## src/logic/ssc_pkg.sv

```systemverilog
// constants for the synchronous serial control plane
package ssc_pkg;
  // ----------------------------------------------------------------
  // register offsets
  // ----------------------------------------------------------------
  localparam logic [8:0] OFF_COMMAND = 9'h000;
  localparam logic [8:0] OFF_DIVIDER = 9'h004;
  localparam logic [8:0] OFF_RX_CLK_CFG = 9'h010;
  localparam logic [8:0] OFF_RX_FRM_CFG = 9'h014;
  localparam logic [8:0] OFF_TX_CLK_CFG = 9'h018;
  localparam logic [8:0] OFF_TX_FRM_CFG = 9'h01c;
  localparam logic [8:0] OFF_RX_WORD = 9'h020;
  localparam logic [8:0] OFF_TX_WORD = 9'h024;
  localparam logic [8:0] OFF_RX_SYNC = 9'h030;
  localparam logic [8:0] OFF_TX_SYNC = 9'h034;
  localparam logic [8:0] OFF_CMP_A = 9'h038;
  localparam logic [8:0] OFF_CMP_B = 9'h03c;
  localparam logic [8:0] OFF_EVENT_FLAGS = 9'h040;
  localparam logic [8:0] OFF_IRQ_SET = 9'h044;
  localparam logic [8:0] OFF_IRQ_CLR = 9'h048;
  localparam logic [8:0] OFF_IRQ_MASK = 9'h04c;
  localparam logic [8:0] OFF_GUARD_CFG = 9'h0e4;
  localparam logic [8:0] OFF_GUARD_RPT = 9'h0e8;
  localparam logic [8:0] OFF_DMA_LO = 9'h100;
  localparam logic [8:0] OFF_DMA_HI = 9'h128;
  // ----------------------------------------------------------------
  // field positions
  // ----------------------------------------------------------------
  localparam int BIT_RX_ON = 0;
  localparam int BIT_RX_OFF = 1;
  localparam int BIT_TX_ON = 8;
  localparam int BIT_TX_OFF = 9;
  localparam int BIT_SOFT_RST = 15;
  localparam int BIT_LOOP = 5;
  localparam int BIT_GUARD_ON = 0;
  localparam int BIT_GUARD_FLAG = 0;
  localparam int POS_GUARD_SRC = 8;
  localparam int DIV_W = 12;
  localparam int EVT_W = 8;
  localparam int BIT_EVT_RX_RDY = 0;
  localparam int BIT_EVT_TX_RDY = 2;
  localparam int BIT_EVT_TX_EMPTY = 3;
  localparam int BIT_EVT_RX_OVR = 4;
  localparam int BIT_EVT_TX_DONE = 6;
  localparam int BIT_EVT_RX_DONE = 7;
  // ----------------------------------------------------------------
  // reset values
  // ----------------------------------------------------------------
  localparam logic [31:0] RST_ZERO = 32'h0000_0000;
  localparam logic [7:0] RST_EVENT_FLAGS = 8'hcc;
endpackage : ssc_pkg

```

## src/logic/ssc_ctrl.sv

```systemverilog
// register file, commands, write guard, interrupts and bit-clock divider
// How it works
// - loop bit feeds receive data, sync and clock from transmit side.
// - enable-set writes set mask bits, enable-clear writes clear them.
// - interrupt only for events whose mask bit is set.
// - guard_on protects configuration registers against writes.
// - protected: divider, rx/tx clock and frame configs, both compare patterns.
// - blocked write sets violation flag and records offending offset.
// - reading the guard report clears the violation flag.
// - offsets 0x100 to 0x128 are not decoded here.
// - rx_on_cmd enables receiver unless rx_off_cmd in same write.
// - rx_off_cmd disables receiver after current word completes.
// - tx_on_cmd enables transmitter unless tx_off_cmd in same write.
// - tx_off_cmd disables transmitter after current word shifts out.
// - soft_reset_cmd resets controller except write guard state and tx word, and beats all other command bits.
// - divider value zero stops the divided clock.
// - nonzero N gives bit clock at peripheral clock over 2N.
// - divider supports values up to 4095.
`timescale 1ns/1ps
module ssc_ctrl #(
  parameter int DIV_W = ssc_pkg::DIV_W
) (
  input wire logic i_mclk,
  input wire logic i_arst_n,
  input wire logic [8:0] i_addr,
  input wire logic [31:0] i_wdata,
  input wire logic i_wr,
  input wire logic i_rd,
  input wire logic i_rx_busy,
  input wire logic i_tx_busy,
  input wire logic [ssc_pkg::EVT_W-1:0] i_evt,
  input wire logic i_tx_data,
  input wire logic i_tx_sync,
  input wire logic i_tx_clk,
  input wire logic i_rx_data_pin,
  input wire logic i_rx_sync_pin,
  input wire logic i_rx_clk_pin,
  output logic [31:0] o_rdata,
  output logic o_irq,
  output logic o_rx_on,
  output logic o_tx_on,
  output logic o_soft_rst,
  output logic o_bit_tick,
  output logic o_rx_data,
  output logic o_rx_sync,
  output logic o_rx_clk,
  output logic [31:0] o_tx_word,
  output logic o_tx_word_wr,
  output logic o_rx_word_rd
);
  // ----------------------------------------------------------------
  // state
  // ----------------------------------------------------------------
  typedef struct packed {
    logic [31:0] rdata;
    logic irq;
    logic rx_on;
    logic rx_off_pend;
    logic tx_on;
    logic tx_off_pend;
    logic soft_rst;
    logic [DIV_W-1:0] div;
    logic [DIV_W-1:0] div_cnt;
    logic tick;
    logic [31:0] rx_clk_cfg;
    logic [31:0] rx_frm_cfg;
    logic [31:0] tx_clk_cfg;
    logic [31:0] tx_frm_cfg;
    logic [31:0] tx_sync;
    logic [31:0] cmp_a;
    logic [31:0] cmp_b;
    logic [31:0] tx_word;
    logic tx_word_wr;
    logic rx_word_rd;
    logic [ssc_pkg::EVT_W-1:0] flags;
    logic [ssc_pkg::EVT_W-1:0] mask;
    logic guard_on;
    logic guard_flag;
    logic [8:0] guard_src;
    logic rx_data;
    logic rx_sync;
    logic rx_clk;
  } ssc_state_t;

  ssc_state_t s_q;
  ssc_state_t s_d;

  // decode used by both write guard and write path
  function automatic logic ssc_is_guarded(input logic [8:0] a);
    return a == ssc_pkg::OFF_DIVIDER || a == ssc_pkg::OFF_RX_CLK_CFG ||
           a == ssc_pkg::OFF_RX_FRM_CFG || a == ssc_pkg::OFF_TX_CLK_CFG ||
           a == ssc_pkg::OFF_TX_FRM_CFG || a == ssc_pkg::OFF_CMP_A ||
           a == ssc_pkg::OFF_CMP_B;
  endfunction : ssc_is_guarded

  logic wr_ok;
  logic wr_blocked;
  logic [31:0] rd_mux;
  logic loop_on;
  assign loop_on = s_q.rx_frm_cfg[ssc_pkg::BIT_LOOP];

  // ----------------------------------------------------------------
  // next-state logic
  // ----------------------------------------------------------------
  always_comb begin
    s_d = s_q;
    s_d.tx_word_wr = 1'b0;
    s_d.rx_word_rd = 1'b0;
    s_d.soft_rst = 1'b0;
    wr_blocked = i_wr && s_q.guard_on && ssc_is_guarded(i_addr);
    wr_ok = i_wr && !wr_blocked;
    // read mux; dma window and reserved offsets read zero
    rd_mux = ssc_pkg::RST_ZERO;
    unique case (i_addr)
      ssc_pkg::OFF_DIVIDER: rd_mux = 32'(s_q.div);
      ssc_pkg::OFF_RX_CLK_CFG: rd_mux = s_q.rx_clk_cfg;
      ssc_pkg::OFF_RX_FRM_CFG: rd_mux = s_q.rx_frm_cfg;
      ssc_pkg::OFF_TX_CLK_CFG: rd_mux = s_q.tx_clk_cfg;
      ssc_pkg::OFF_TX_FRM_CFG: rd_mux = s_q.tx_frm_cfg;
      ssc_pkg::OFF_TX_SYNC: rd_mux = s_q.tx_sync;
      ssc_pkg::OFF_CMP_A: rd_mux = s_q.cmp_a;
      ssc_pkg::OFF_CMP_B: rd_mux = s_q.cmp_b;
      ssc_pkg::OFF_EVENT_FLAGS: rd_mux = 32'(s_q.flags);
      ssc_pkg::OFF_IRQ_MASK: rd_mux = 32'(s_q.mask);
      ssc_pkg::OFF_GUARD_CFG: rd_mux = 32'(s_q.guard_on);
      ssc_pkg::OFF_GUARD_RPT:
        rd_mux = {15'h0000, s_q.guard_src, 7'h00, s_q.guard_flag};
      default: rd_mux = ssc_pkg::RST_ZERO;
    endcase
    s_d.rdata = i_rd ? rd_mux : ssc_pkg::RST_ZERO;
    if (i_rd && i_addr == ssc_pkg::OFF_RX_WORD) begin
      s_d.rx_word_rd = 1'b1;
    end
    if (i_rd && i_addr == ssc_pkg::OFF_GUARD_RPT) begin
      s_d.guard_flag = 1'b0;
    end
    // record violation; set wins over read clear
    if (wr_blocked) begin
      s_d.guard_flag = 1'b1;
      s_d.guard_src = i_addr;
    end
    if (wr_ok) begin
      unique case (i_addr)
        ssc_pkg::OFF_DIVIDER: s_d.div = i_wdata[DIV_W-1:0];
        ssc_pkg::OFF_RX_CLK_CFG: s_d.rx_clk_cfg = i_wdata;
        ssc_pkg::OFF_RX_FRM_CFG: s_d.rx_frm_cfg = i_wdata;
        ssc_pkg::OFF_TX_CLK_CFG: s_d.tx_clk_cfg = i_wdata;
        ssc_pkg::OFF_TX_FRM_CFG: s_d.tx_frm_cfg = i_wdata;
        ssc_pkg::OFF_TX_SYNC: s_d.tx_sync = i_wdata;
        ssc_pkg::OFF_CMP_A: s_d.cmp_a = i_wdata;
        ssc_pkg::OFF_CMP_B: s_d.cmp_b = i_wdata;
        ssc_pkg::OFF_TX_WORD: begin
          s_d.tx_word = i_wdata;
          s_d.tx_word_wr = 1'b1;
        end
        ssc_pkg::OFF_IRQ_SET: s_d.mask = s_q.mask | i_wdata[ssc_pkg::EVT_W-1:0];
        ssc_pkg::OFF_IRQ_CLR: s_d.mask = s_q.mask & ~i_wdata[ssc_pkg::EVT_W-1:0];
        ssc_pkg::OFF_GUARD_CFG: s_d.guard_on = i_wdata[ssc_pkg::BIT_GUARD_ON];
        default: ;
      endcase
    end
    if (s_q.rx_off_pend && !i_rx_busy) begin
      s_d.rx_on = 1'b0;
      s_d.rx_off_pend = 1'b0;
    end
    if (s_q.tx_off_pend && !i_tx_busy) begin
      s_d.tx_on = 1'b0;
      s_d.tx_off_pend = 1'b0;
    end
    if (wr_ok && i_addr == ssc_pkg::OFF_COMMAND) begin
      if (i_wdata[ssc_pkg::BIT_RX_OFF]) begin
        s_d.rx_off_pend = i_rx_busy && s_q.rx_on;
        s_d.rx_on = i_rx_busy && s_q.rx_on;
      end else if (i_wdata[ssc_pkg::BIT_RX_ON]) begin
        s_d.rx_on = 1'b1;
        s_d.rx_off_pend = 1'b0;
      end
      if (i_wdata[ssc_pkg::BIT_TX_OFF]) begin
        s_d.tx_off_pend = i_tx_busy && s_q.tx_on;
        s_d.tx_on = i_tx_busy && s_q.tx_on;
      end else if (i_wdata[ssc_pkg::BIT_TX_ON]) begin
        s_d.tx_on = 1'b1;
        s_d.tx_off_pend = 1'b0;
      end
    end
    // interrupt: sticky flags, hardware set; only soft reset below reloads them and beats the set
    s_d.flags = s_q.flags | i_evt;
    // masked interrupt; or-reduce of status anded with mask
    s_d.irq = |(s_d.flags & s_d.mask);
    // divider idle at zero; tick every N cycles gives period 2N
    s_d.tick = 1'b0;
    if (s_q.div == '0) begin
      s_d.div_cnt = '0;
    end else if (s_q.div_cnt >= s_q.div - 1'b1) begin
      s_d.div_cnt = '0;
      s_d.tick = 1'b1;
    end else begin
      s_d.div_cnt = s_q.div_cnt + 1'b1;
    end
    s_d.rx_data = loop_on ? i_tx_data : i_rx_data_pin;
    s_d.rx_sync = loop_on ? i_tx_sync : i_rx_sync_pin;
    s_d.rx_clk = loop_on ? i_tx_clk : i_rx_clk_pin;
    // soft reset beats every other command bit
    if (wr_ok && i_addr == ssc_pkg::OFF_COMMAND && i_wdata[ssc_pkg::BIT_SOFT_RST]) begin
      s_d.soft_rst = 1'b1;
      s_d.rx_on = 1'b0;
      s_d.tx_on = 1'b0;
      s_d.rx_off_pend = 1'b0;
      s_d.tx_off_pend = 1'b0;
      s_d.div = '0;
      s_d.div_cnt = '0;
      s_d.tick = 1'b0;
      s_d.rx_clk_cfg = ssc_pkg::RST_ZERO;
      s_d.rx_frm_cfg = ssc_pkg::RST_ZERO;
      s_d.tx_clk_cfg = ssc_pkg::RST_ZERO;
      s_d.tx_frm_cfg = ssc_pkg::RST_ZERO;
      s_d.tx_sync = ssc_pkg::RST_ZERO;
      s_d.cmp_a = ssc_pkg::RST_ZERO;
      s_d.cmp_b = ssc_pkg::RST_ZERO;
      s_d.flags = ssc_pkg::RST_EVENT_FLAGS;
      s_d.mask = '0;
      s_d.irq = 1'b0;
    end
  end

  // ----------------------------------------------------------------
  // registers
  // ----------------------------------------------------------------
  always_ff @(posedge i_mclk or negedge i_arst_n) begin
    if (!i_arst_n) begin
      s_q <= '0;
      s_q.flags <= ssc_pkg::RST_EVENT_FLAGS;
    end else begin
      s_q <= s_d;
    end
  end

  assign o_rdata = s_q.rdata;
  assign o_irq = s_q.irq;
  assign o_rx_on = s_q.rx_on;
  assign o_tx_on = s_q.tx_on;
  assign o_soft_rst = s_q.soft_rst;
  assign o_bit_tick = s_q.tick;
  assign o_rx_data = s_q.rx_data;
  assign o_rx_sync = s_q.rx_sync;
  assign o_rx_clk = s_q.rx_clk;
  assign o_tx_word = s_q.tx_word;
  assign o_tx_word_wr = s_q.tx_word_wr;
  assign o_rx_word_rd = s_q.rx_word_rd;

  // ----------------------------------------------------------------
  // checks
  // ----------------------------------------------------------------
  property p_loop_route;
    @(posedge i_mclk) disable iff (!i_arst_n)
      loop_on |=> o_rx_data == $past(i_tx_data) && o_rx_clk == $past(i_tx_clk) &&
        o_rx_sync == $past(i_tx_sync);
  endproperty
  a_loop_route: assert property (p_loop_route) else $error("loopback route wrong");

  property p_mask_set;
    @(posedge i_mclk) disable iff (!i_arst_n)
      i_wr && i_addr == ssc_pkg::OFF_IRQ_SET && i_wdata[0] |=> s_q.mask[0] || $past(o_soft_rst);
  endproperty
  a_mask_set: assert property (p_mask_set) else $error("mask not set");

  property p_irq_masked;
    @(posedge i_mclk) disable iff (!i_arst_n)
      o_irq == |(s_q.flags & s_q.mask);
  endproperty
  a_irq_masked: assert property (p_irq_masked) else $error("irq without masked event");

  property p_guard_keep;
    @(posedge i_mclk) disable iff (!i_arst_n)
      s_q.guard_on && i_wr && i_addr == ssc_pkg::OFF_CMP_A |=> $stable(s_q.cmp_a);
  endproperty
  a_guard_keep: assert property (p_guard_keep) else $error("protected write took");

  property p_guard_flag;
    @(posedge i_mclk) disable iff (!i_arst_n)
      wr_blocked |=> s_q.guard_flag && s_q.guard_src == $past(i_addr);
  endproperty
  a_guard_flag: assert property (p_guard_flag) else $error("violation not recorded");

  property p_guard_rdclr;
    @(posedge i_mclk) disable iff (!i_arst_n)
      i_rd && i_addr == ssc_pkg::OFF_GUARD_RPT && !i_wr |=> !s_q.guard_flag;
  endproperty
  a_guard_rdclr: assert property (p_guard_rdclr) else $error("flag not cleared on read");

  property p_rx_on;
    @(posedge i_mclk) disable iff (!i_arst_n)
      wr_ok && i_addr == ssc_pkg::OFF_COMMAND && i_wdata[0] && !i_wdata[1] && !i_wdata[15]
      |=> o_rx_on;
  endproperty
  a_rx_on: assert property (p_rx_on) else $error("receiver not enabled");

  property p_soft_rst;
    @(posedge i_mclk) disable iff (!i_arst_n)
      wr_ok && i_addr == ssc_pkg::OFF_COMMAND && i_wdata[15] |=> !o_rx_on && !o_tx_on;
  endproperty
  a_soft_rst: assert property (p_soft_rst) else $error("soft reset lost");

  property p_div_idle;
    @(posedge i_mclk) disable iff (!i_arst_n)
      s_q.div == '0 |=> !o_bit_tick;
  endproperty
  a_div_idle: assert property (p_div_idle) else $error("tick with divider off");

  property p_div_rate;
    @(posedge i_mclk) disable iff (!i_arst_n)
      o_bit_tick && s_q.div == 12'h001 && $stable(s_q.div) |=> o_bit_tick || $changed(s_q.div);
  endproperty
  a_div_rate: assert property (p_div_rate) else $error("divide by two wrong");

  property p_tx_on;
    @(posedge i_mclk) disable iff (!i_arst_n)
      wr_ok && i_addr == ssc_pkg::OFF_COMMAND && i_wdata[ssc_pkg::BIT_TX_ON] &&
      !i_wdata[ssc_pkg::BIT_TX_OFF] && !i_wdata[ssc_pkg::BIT_SOFT_RST] |=> o_tx_on;
  endproperty
  a_tx_on: assert property (p_tx_on) else $error("transmitter not enabled");

  // a disable written beside an enable must win
  property p_rx_both;
    @(posedge i_mclk) disable iff (!i_arst_n)
      wr_ok && i_addr == ssc_pkg::OFF_COMMAND && i_wdata[ssc_pkg::BIT_RX_ON] &&
      i_wdata[ssc_pkg::BIT_RX_OFF] && !o_rx_on |=> !o_rx_on;
  endproperty
  a_rx_both: assert property (p_rx_both) else $error("enable beat disable");

  property p_rx_defer;
    @(posedge i_mclk) disable iff (!i_arst_n)
      o_rx_on && i_rx_busy && wr_ok && i_addr == ssc_pkg::OFF_COMMAND &&
      i_wdata[ssc_pkg::BIT_RX_OFF] && !i_wdata[ssc_pkg::BIT_SOFT_RST] |=> o_rx_on;
  endproperty
  a_rx_defer: assert property (p_rx_defer) else $error("receiver cut mid word");

  property p_rx_release;
    @(posedge i_mclk) disable iff (!i_arst_n)
      s_q.rx_off_pend && !i_rx_busy &&
      !(wr_ok && i_addr == ssc_pkg::OFF_COMMAND) |=> !o_rx_on;
  endproperty
  a_rx_release: assert property (p_rx_release) else $error("receiver kept on");

  property p_tx_defer;
    @(posedge i_mclk) disable iff (!i_arst_n)
      o_tx_on && i_tx_busy && wr_ok && i_addr == ssc_pkg::OFF_COMMAND &&
      i_wdata[ssc_pkg::BIT_TX_OFF] && !i_wdata[ssc_pkg::BIT_SOFT_RST] |=> o_tx_on;
  endproperty
  a_tx_defer: assert property (p_tx_defer) else $error("transmitter cut mid word");

  property p_tx_release;
    @(posedge i_mclk) disable iff (!i_arst_n)
      s_q.tx_off_pend && !i_tx_busy &&
      !(wr_ok && i_addr == ssc_pkg::OFF_COMMAND) |=> !o_tx_on;
  endproperty
  a_tx_release: assert property (p_tx_release) else $error("transmitter kept on");

  property p_div_upper;
    @(posedge i_mclk) disable iff (!i_arst_n)
      i_rd && i_addr == ssc_pkg::OFF_DIVIDER |=> o_rdata[31:DIV_W] == '0;
  endproperty
  a_div_upper: assert property (p_div_upper) else $error("divider upper bits set");

  // the dma channel owns this window, so nothing here may answer it
  property p_dma_gap;
    @(posedge i_mclk) disable iff (!i_arst_n)
      i_rd && i_addr >= ssc_pkg::OFF_DMA_LO &&
      i_addr <= ssc_pkg::OFF_DMA_HI |=> o_rdata == '0;
  endproperty
  a_dma_gap: assert property (p_dma_gap) else $error("dma window decoded");
endmodule : ssc_ctrl

```

## config.mk

```make
export PLATFORM = sky130hd
export DESIGN_NAME = ssc_ctrl
export DESIGN_NICKNAME = d
export VERILOG_FILES = /design/src/logic/ssc_pkg.sv /design/src/logic/ssc_ctrl.sv
export SDC_FILE = /design/constraint.sdc
export NUM_CORES = 1
export LEC_CHECK = 0
export BUFFER_PORTS_ARGS = -buffer_cell sky130_fd_sc_hd__buf_2
export CAP_MARGIN = 20
export CORE_MARGIN = 8
export CORE_UTILIZATION = 50
export DETAILED_ROUTE_END_ITERATION = 10
export PLACE_DENSITY = 0.69
export SLEW_MARGIN = 5
export SYNTH_ARGS = -nofsm -noshare
export SYNTH_HDL_FRONTEND = slang
export SYNTH_SLANG_ARGS = --single-unit
export TNS_END_PERCENT = 20
```

## constraint.sdc

```tcl
create_clock -name i_mclk -period 3.8 [get_ports i_mclk]
set_clock_uncertainty 0.2 [all_clocks]
set_input_delay 0.38 -clock i_mclk [delete_from_list [all_inputs] [get_ports i_mclk]]
set_output_delay 0.38 -clock i_mclk [all_outputs]
set_load 0.005 [all_outputs]
```

# Word level (Yosys, flattened, before mapping)
# Cells that the tools add are included.
# totals
out_inout_bits	74
wordCells	130
input_bits	61
regBits	351
# classes
add_sub_neg	2
eq_ne	16
reduce_logical	43
magnitude_cmp	1
mux	35
bitwise_logic	5
# op_table
operator	count
$pmux W32 S12	1
$mux W257	1
$mux W32	8
$mux W255	1
$mux W12	4
$eq A9 B6 Y1 const B	5
$eq A9 B5 Y1 const B	4
$eq A9 B7 Y1 const B	4
$mux W33	1
$reduce_and A2 Y1	10
$reduce_bool A2 Y1	10
$eq A9 B8 Y1 const B	2
$and A8 B8 Y8	2
$mux W16	1
$or A8 B8 Y8	2
$pmux W8 S2	1
$add A12 B1 Y12 const B	1
$ge A12 B12 Y1	1
$logic_not A12 Y1	1
$mux W2	6
$sub A12 B1 Y12 const B	1
$logic_and A1 B1 Y1	11
$mux W10	1
$eq A9 B3 Y1 const B	1
8 further kinds	22

# Depth between registers and ports, before layout
# logic_depth
depth_word	14
depth_mapped	12
mapped_depth_nobuf	11

# Least setup slack after synthesis
# No wires, ideal clock.
# synth_path
path_type	register to register
start	register s_q[308] (netlist bit)
end	register s_q[290] (netlist bit)
required_time_ns	3.468
n_path_buf	1
setup_ns	0.132
period_less_slack_ns	2.879
stages_incl_launch_ff	11
setup_slack_ns	0.921
t_arrival_ns	2.547
path_cell_list	dfrtp_1 > or4_1 > nor3_1 > xnor2_1 > ha_1 > nand4_1 > nor3_1 > o31ai_1 > a32oi_1 > clkbuf_1 > nor2_1
# synth_lines
element	line_no	source
from (decl)	ssc_ctrl.sv:85	ssc_state_t s_q;

# Final worst setup path
# layout_path
start	input i_addr[3]
end	register s_q[158] (netlist bit)
# layout_via
elab_chain_cells	14
word_cells_on_any_way	24
classes_between	eq/ne: 8; mux: 1; reduce/logical: 15
# layout_lines
element	line_no	source
from (decl)	ssc_ctrl.sv:25	input wire logic [8:0] i_addr,
$eq A9 B3 Y1 or $eq A9 B5 Y1 (tied branches)	ssc_ctrl.sv:90	return a == ssc_pkg::OFF_DIVIDER || a == ssc_pkg::OFF_RX_CLK_CFG ||
$logic_or A1 B1 Y1 (2 in series)	ssc_ctrl.sv:90	
$logic_or A1 B1 Y1 (2 in series)	ssc_ctrl.sv:91	a == ssc_pkg::OFF_RX_FRM_CFG || a == ssc_pkg::OFF_TX_CLK_CFG ||
$logic_or A1 B1 Y1 (2 in series)	ssc_ctrl.sv:92	a == ssc_pkg::OFF_TX_FRM_CFG || a == ssc_pkg::OFF_CMP_A ||
$logic_and A1 B1 Y1	ssc_ctrl.sv:110	wr_blocked = i_wr && s_q.guard_on && ssc_is_guarded(i_addr);
$logic_not A1 Y1	ssc_ctrl.sv:111	wr_ok = i_wr && !wr_blocked;
$logic_and A1 B1 Y1	ssc_ctrl.sv:111	
$logic_and A1 B1 Y1 (2 in series)	ssc_ctrl.sv:204	if (wr_ok && i_addr == ssc_pkg::OFF_COMMAND && i_wdata[ssc_pkg::BIT_SOFT_RST]) begin
$reduce_bool A2 Y1 (no line)	n/a	
$reduce_and A2 Y1 (no line)	n/a	
# Parallel ways exist; a longest one is shown, timed or not.
# A chain may end at the register's enable or synchronous reset.

==> run summary <==
status -> finished, final reports clean
flops & latches, synth -> 351
Final Worst Setup Slack -> 0.508 ns
Post-synth EDFFs -> 0
MaxCap Viol Count -> 0
Avg Inst Size Synth -> 11.1 um^2
worst path bufs/invs -> 4
Rows -> 65
CP endpoint kind -> register
CTS tree -> yes
depth of the worst register-to-register path -> 10
Distinct cells, synth -> 60
ys flop type -> dfrtp_1
Final Max Tran Viols -> 0
largest net degree at the start of global routing -> 88
slew margin rel. -> 37.0%
TNS Setup -> 0 ns
WL per Instance -> 24.3 um
pre-CTS WS -> 0.373 ns
unrepaired setup endpoints after global routing -> no
Worst VDD drop -> 0.318 mV
Yosys top cell by area -> dfrtp_1
Iter 0 DRT Violations -> 1374
Placeable Area -> 0.0312 mm^2
Initial Util -> 50.3%
PortBufs -> 134
met1 Use GR -> 33.3%
Hold Crit Class -> in2reg
Post-DRT Antenna Nets -> 0
root buffer cell -> clkbuf_16
CTS Buf Count -> 39
crit-path max cell delay -> 0.65 ns
first-pass GRT wire length -> 73.7 mm
P per Cell Area -> 449 mW/mm^2
reg2reg start -> s_q[308]
Clock transition at path regs -> 0.06 ns
fraction of layout cells with a size suffix above 1 -> 21.3%
Max Fclk -> 0.304 GHz
vias per cell -> 6.41
count of final hold-check violations -> 0
cells along the critical path -> dlygate4sd3_1, buf_2, or4_1, or2_1, nor2_8, buf_4, nand2_1, buf_4, nand2_1, a21oi_1
Die X -> 193 um
post-CTS sizing -> 0
Crit Path Category -> in2reg
nature of the critical path startpoint -> primary input
hold depth -> 3
Netlist Area Pre-Place -> 0.0157 mm^2
crit path time final -> 3.29 ns
filler cell count -> 2592
Clock Sinks -> 351
Seq/Total Area, Yosys -> 55.9%
Area Overhead vs Synth -> 14.9%
Slew @ Worst Pin -> 0.938 ns
final WL -> 46.5 mm
top post-synthesis cells by area -> dfrtp_1 55%, a22o_1 11%, buf_4 3.6%
smallest hold slack -> 0.0170 ns
GR Util met2 -> 37.1%
first drt pass iteration count -> 7
global-route met3 utilization -> 6.47%
Top Family by Delay on Critical Path -> buffers and inverters
Tot GR Track Use -> 24.4%
grt ovf -> 0
Hold Path End -> s_q[153]
data required time of the worst path -> 3.99 ns
H-tree Lvls -> 2
top cell type's share of synthesized area -> 55.3%
Final #Nets -> 1559
Max FO, Critical Path -> 63
Clk Latency, worst-skew pair -> 0.53 ns
DR vias -> 12273
# diodes -> 0
leak pwr -> 8.40 nW
placer congestion estimate -> 0.906
CTS max path bufs -> 3
DRC viols -> 0
Syn Inst Count -> 1410
DP Wirelength -> 28.6 mm
yosys warns -> 0
IO Count -> 135
syn nets -> 1486
Slowest-stage cell, CP -> or4_1
critical path arrival -> 3.48 ns
grt peak-use layer -> met2
full die area -> 0.0374 mm^2
worst reg-to-reg setup slack -> 0.78 ns
hold path start -> i_wdata[25]
Final setup viols -> 0
Die Ht -> 193 um
postcts setup bufs -> 0
number of global-route vias before repair -> 12778
initial antenna violation count -> 1
R2R Path End -> o_bit_tick
async set or reset register ratio after synthesis -> 100%
crit share post-route -> 86.6%
## through the flow
stage / cell area [um^2] / std cells / total power, mW / util (%)
final: 18100 / 1914 / 8.10 / 57.8
after global routing: 18100 / 1914 / 8.34 / 57.8
after CTS: 18000 / 1912 / 8.14 / 57.7
after detailed placement: 16400 / 1804 / 4.38 / 52.4
after global placement: 16400 / 1804 / 4.37 / 52.4
after floorplan: 15700 / 1410 / 4.17 / -
## per-layer routing
metal	routed length, um	share of wire [%]	vias up
met4	1330	2.9	2
met5	11	0.024	-
li1	-	-	5318
met1	19300	42	6189
met2	21100	45	677
met3	4720	10	87
## Yosys cell counts, drive strengths merged (5+ instances only)
cell type,number
a22o,190
inv,12
dfrtp,347
a221oi,25
ha,15
nand3,84
xnor2,15
and2,7
nand2,117
a22oi,57
clkbuf,88
a31oi,33
nor4,7
a21oi,87
and3,7
nor3,16
mux2,37
nor2,51
a222oi,18
buf,110
xor2,5
o21ai,32
## power breakdown
| group | switching (mW) | internal [mW] |
|---|---|---|
| Sequential | 0.0608 | 3.83 |
| Combinational | 0.281 | 0.181 |
| Clock | 1.52 | 2.22 |
| Total | 1.87 | 6.23 |
## kinds of logic (layout without fill, tap and decap cells)
| logic type | Yosys count | after routing | share of synthesized area [%] |
|---|---|---|---|
| mux | 39 | 39 | 2.78 |
| flops | 351 | 351 | 55.9 |
| compound gates | 452 | 452 | 21.5 |
| simple gates | 323 | 323 | 10.1 |
| xor+xnor | 20 | 20 | 1.11 |
| fa+ha+maj | 15 | 15 | 1.19 |
| buf+inv | 210 | 312 | 7.33 |
## layout by cell type, fill, tap and decap left out, types with 6 or more instances in the layout
| cell | synthesis | layout |
|---|---|---|
| a22oi_1 | 57 | 57 |
| a221oi_1 | 25 | 25 |
| a31oi_1 | 33 | 33 |
| mux2_2 | 37 | 37 |
| clkbuf_8 | 0 | 13 |
| a222oi_1 | 18 | 18 |
| nand3_1 | 83 | 83 |
| o21ai_2 | 1 | 6 |
| clkbuf_16 | 0 | 39 |
| nor3_1 | 14 | 10 |
| a21oi_1 | 87 | 87 |
| buf_12 | 0 | 8 |
| and2_1 | 6 | 6 |
| buf_2 | 29 | 133 |
| xnor2_1 | 15 | 15 |
| clkbuf_1 | 87 | 10 |
| and3_1 | 7 | 6 |
| nor2_1 | 46 | 42 |
| inv_1 | 12 | 12 |
| dfrtp_1 | 347 | 347 |
| dlygate4sd3_1 | 0 | 38 |
| nand2_1 | 117 | 117 |
| buf_4 | 75 | 49 |
| ha_1 | 15 | 15 |
| o21ai_0 | 26 | 26 |
| a22o_1 | 190 | 190 |
## tightest hold or removal path, delay by kind of cell
kind	cells	cell delay, ns
AO/OA/AOI/OAI	1	0.06
buffers and inverters	1	0.17
AND/OR/NAND/NOR	1	0.08
## registers in the layout (all words and copies together), names as in the netlist
register	count
s_q	276
o_rdata	32
o_tx_word	32
loop_on	1
o_bit_tick	1
o_irq	1
o_rx_clk	1
o_rx_data	1
o_rx_on	1
o_rx_sync	1
o_rx_word_rd	1
o_soft_rst	1
o_tx_on	1
o_tx_word_wr	1
## worst max path at each step
stage,start,endpoint,slack (ns),cells after the start
floorplan,s_q[308],s_q[290],0.92,10
global placement,i_addr[3],o_rdata[25],0.44,8
detailed placement,i_addr[3],o_rdata[24],0.37,8
CTS,i_addr[3],o_rdata[24],0.38,9
global route,i_addr[3],s_q[136],0.36,10
finish,i_addr[3],s_q[158],0.51,10
## area by class of cell
| type | count | area [um^2] | area share, % |
|---|---|---|---|
| Tap cell | 402 | 503 | 2.79 |
| Timing Repair Buffer | 230 | 1600 | 8.89 |
| Sequential cell | 351 | 8790 | 48.7 |
| Clock buffer | 62 | 1190 | 6.61 |
| Inverter | 12 | 45.0 | 0.250 |
| Clock inverter | 8 | 82.6 | 0.457 |
| Multi-Input combinational cell | 849 | 5840 | 32.3 |
## timing repair
item | 4_1_cts | 5_1_grt
hold endpoints to repair | 153 | 0
hold buffers | 38 | 0
endpoints found under the setup margin | 0 | 0
Power figures use the tool's default switching activity.
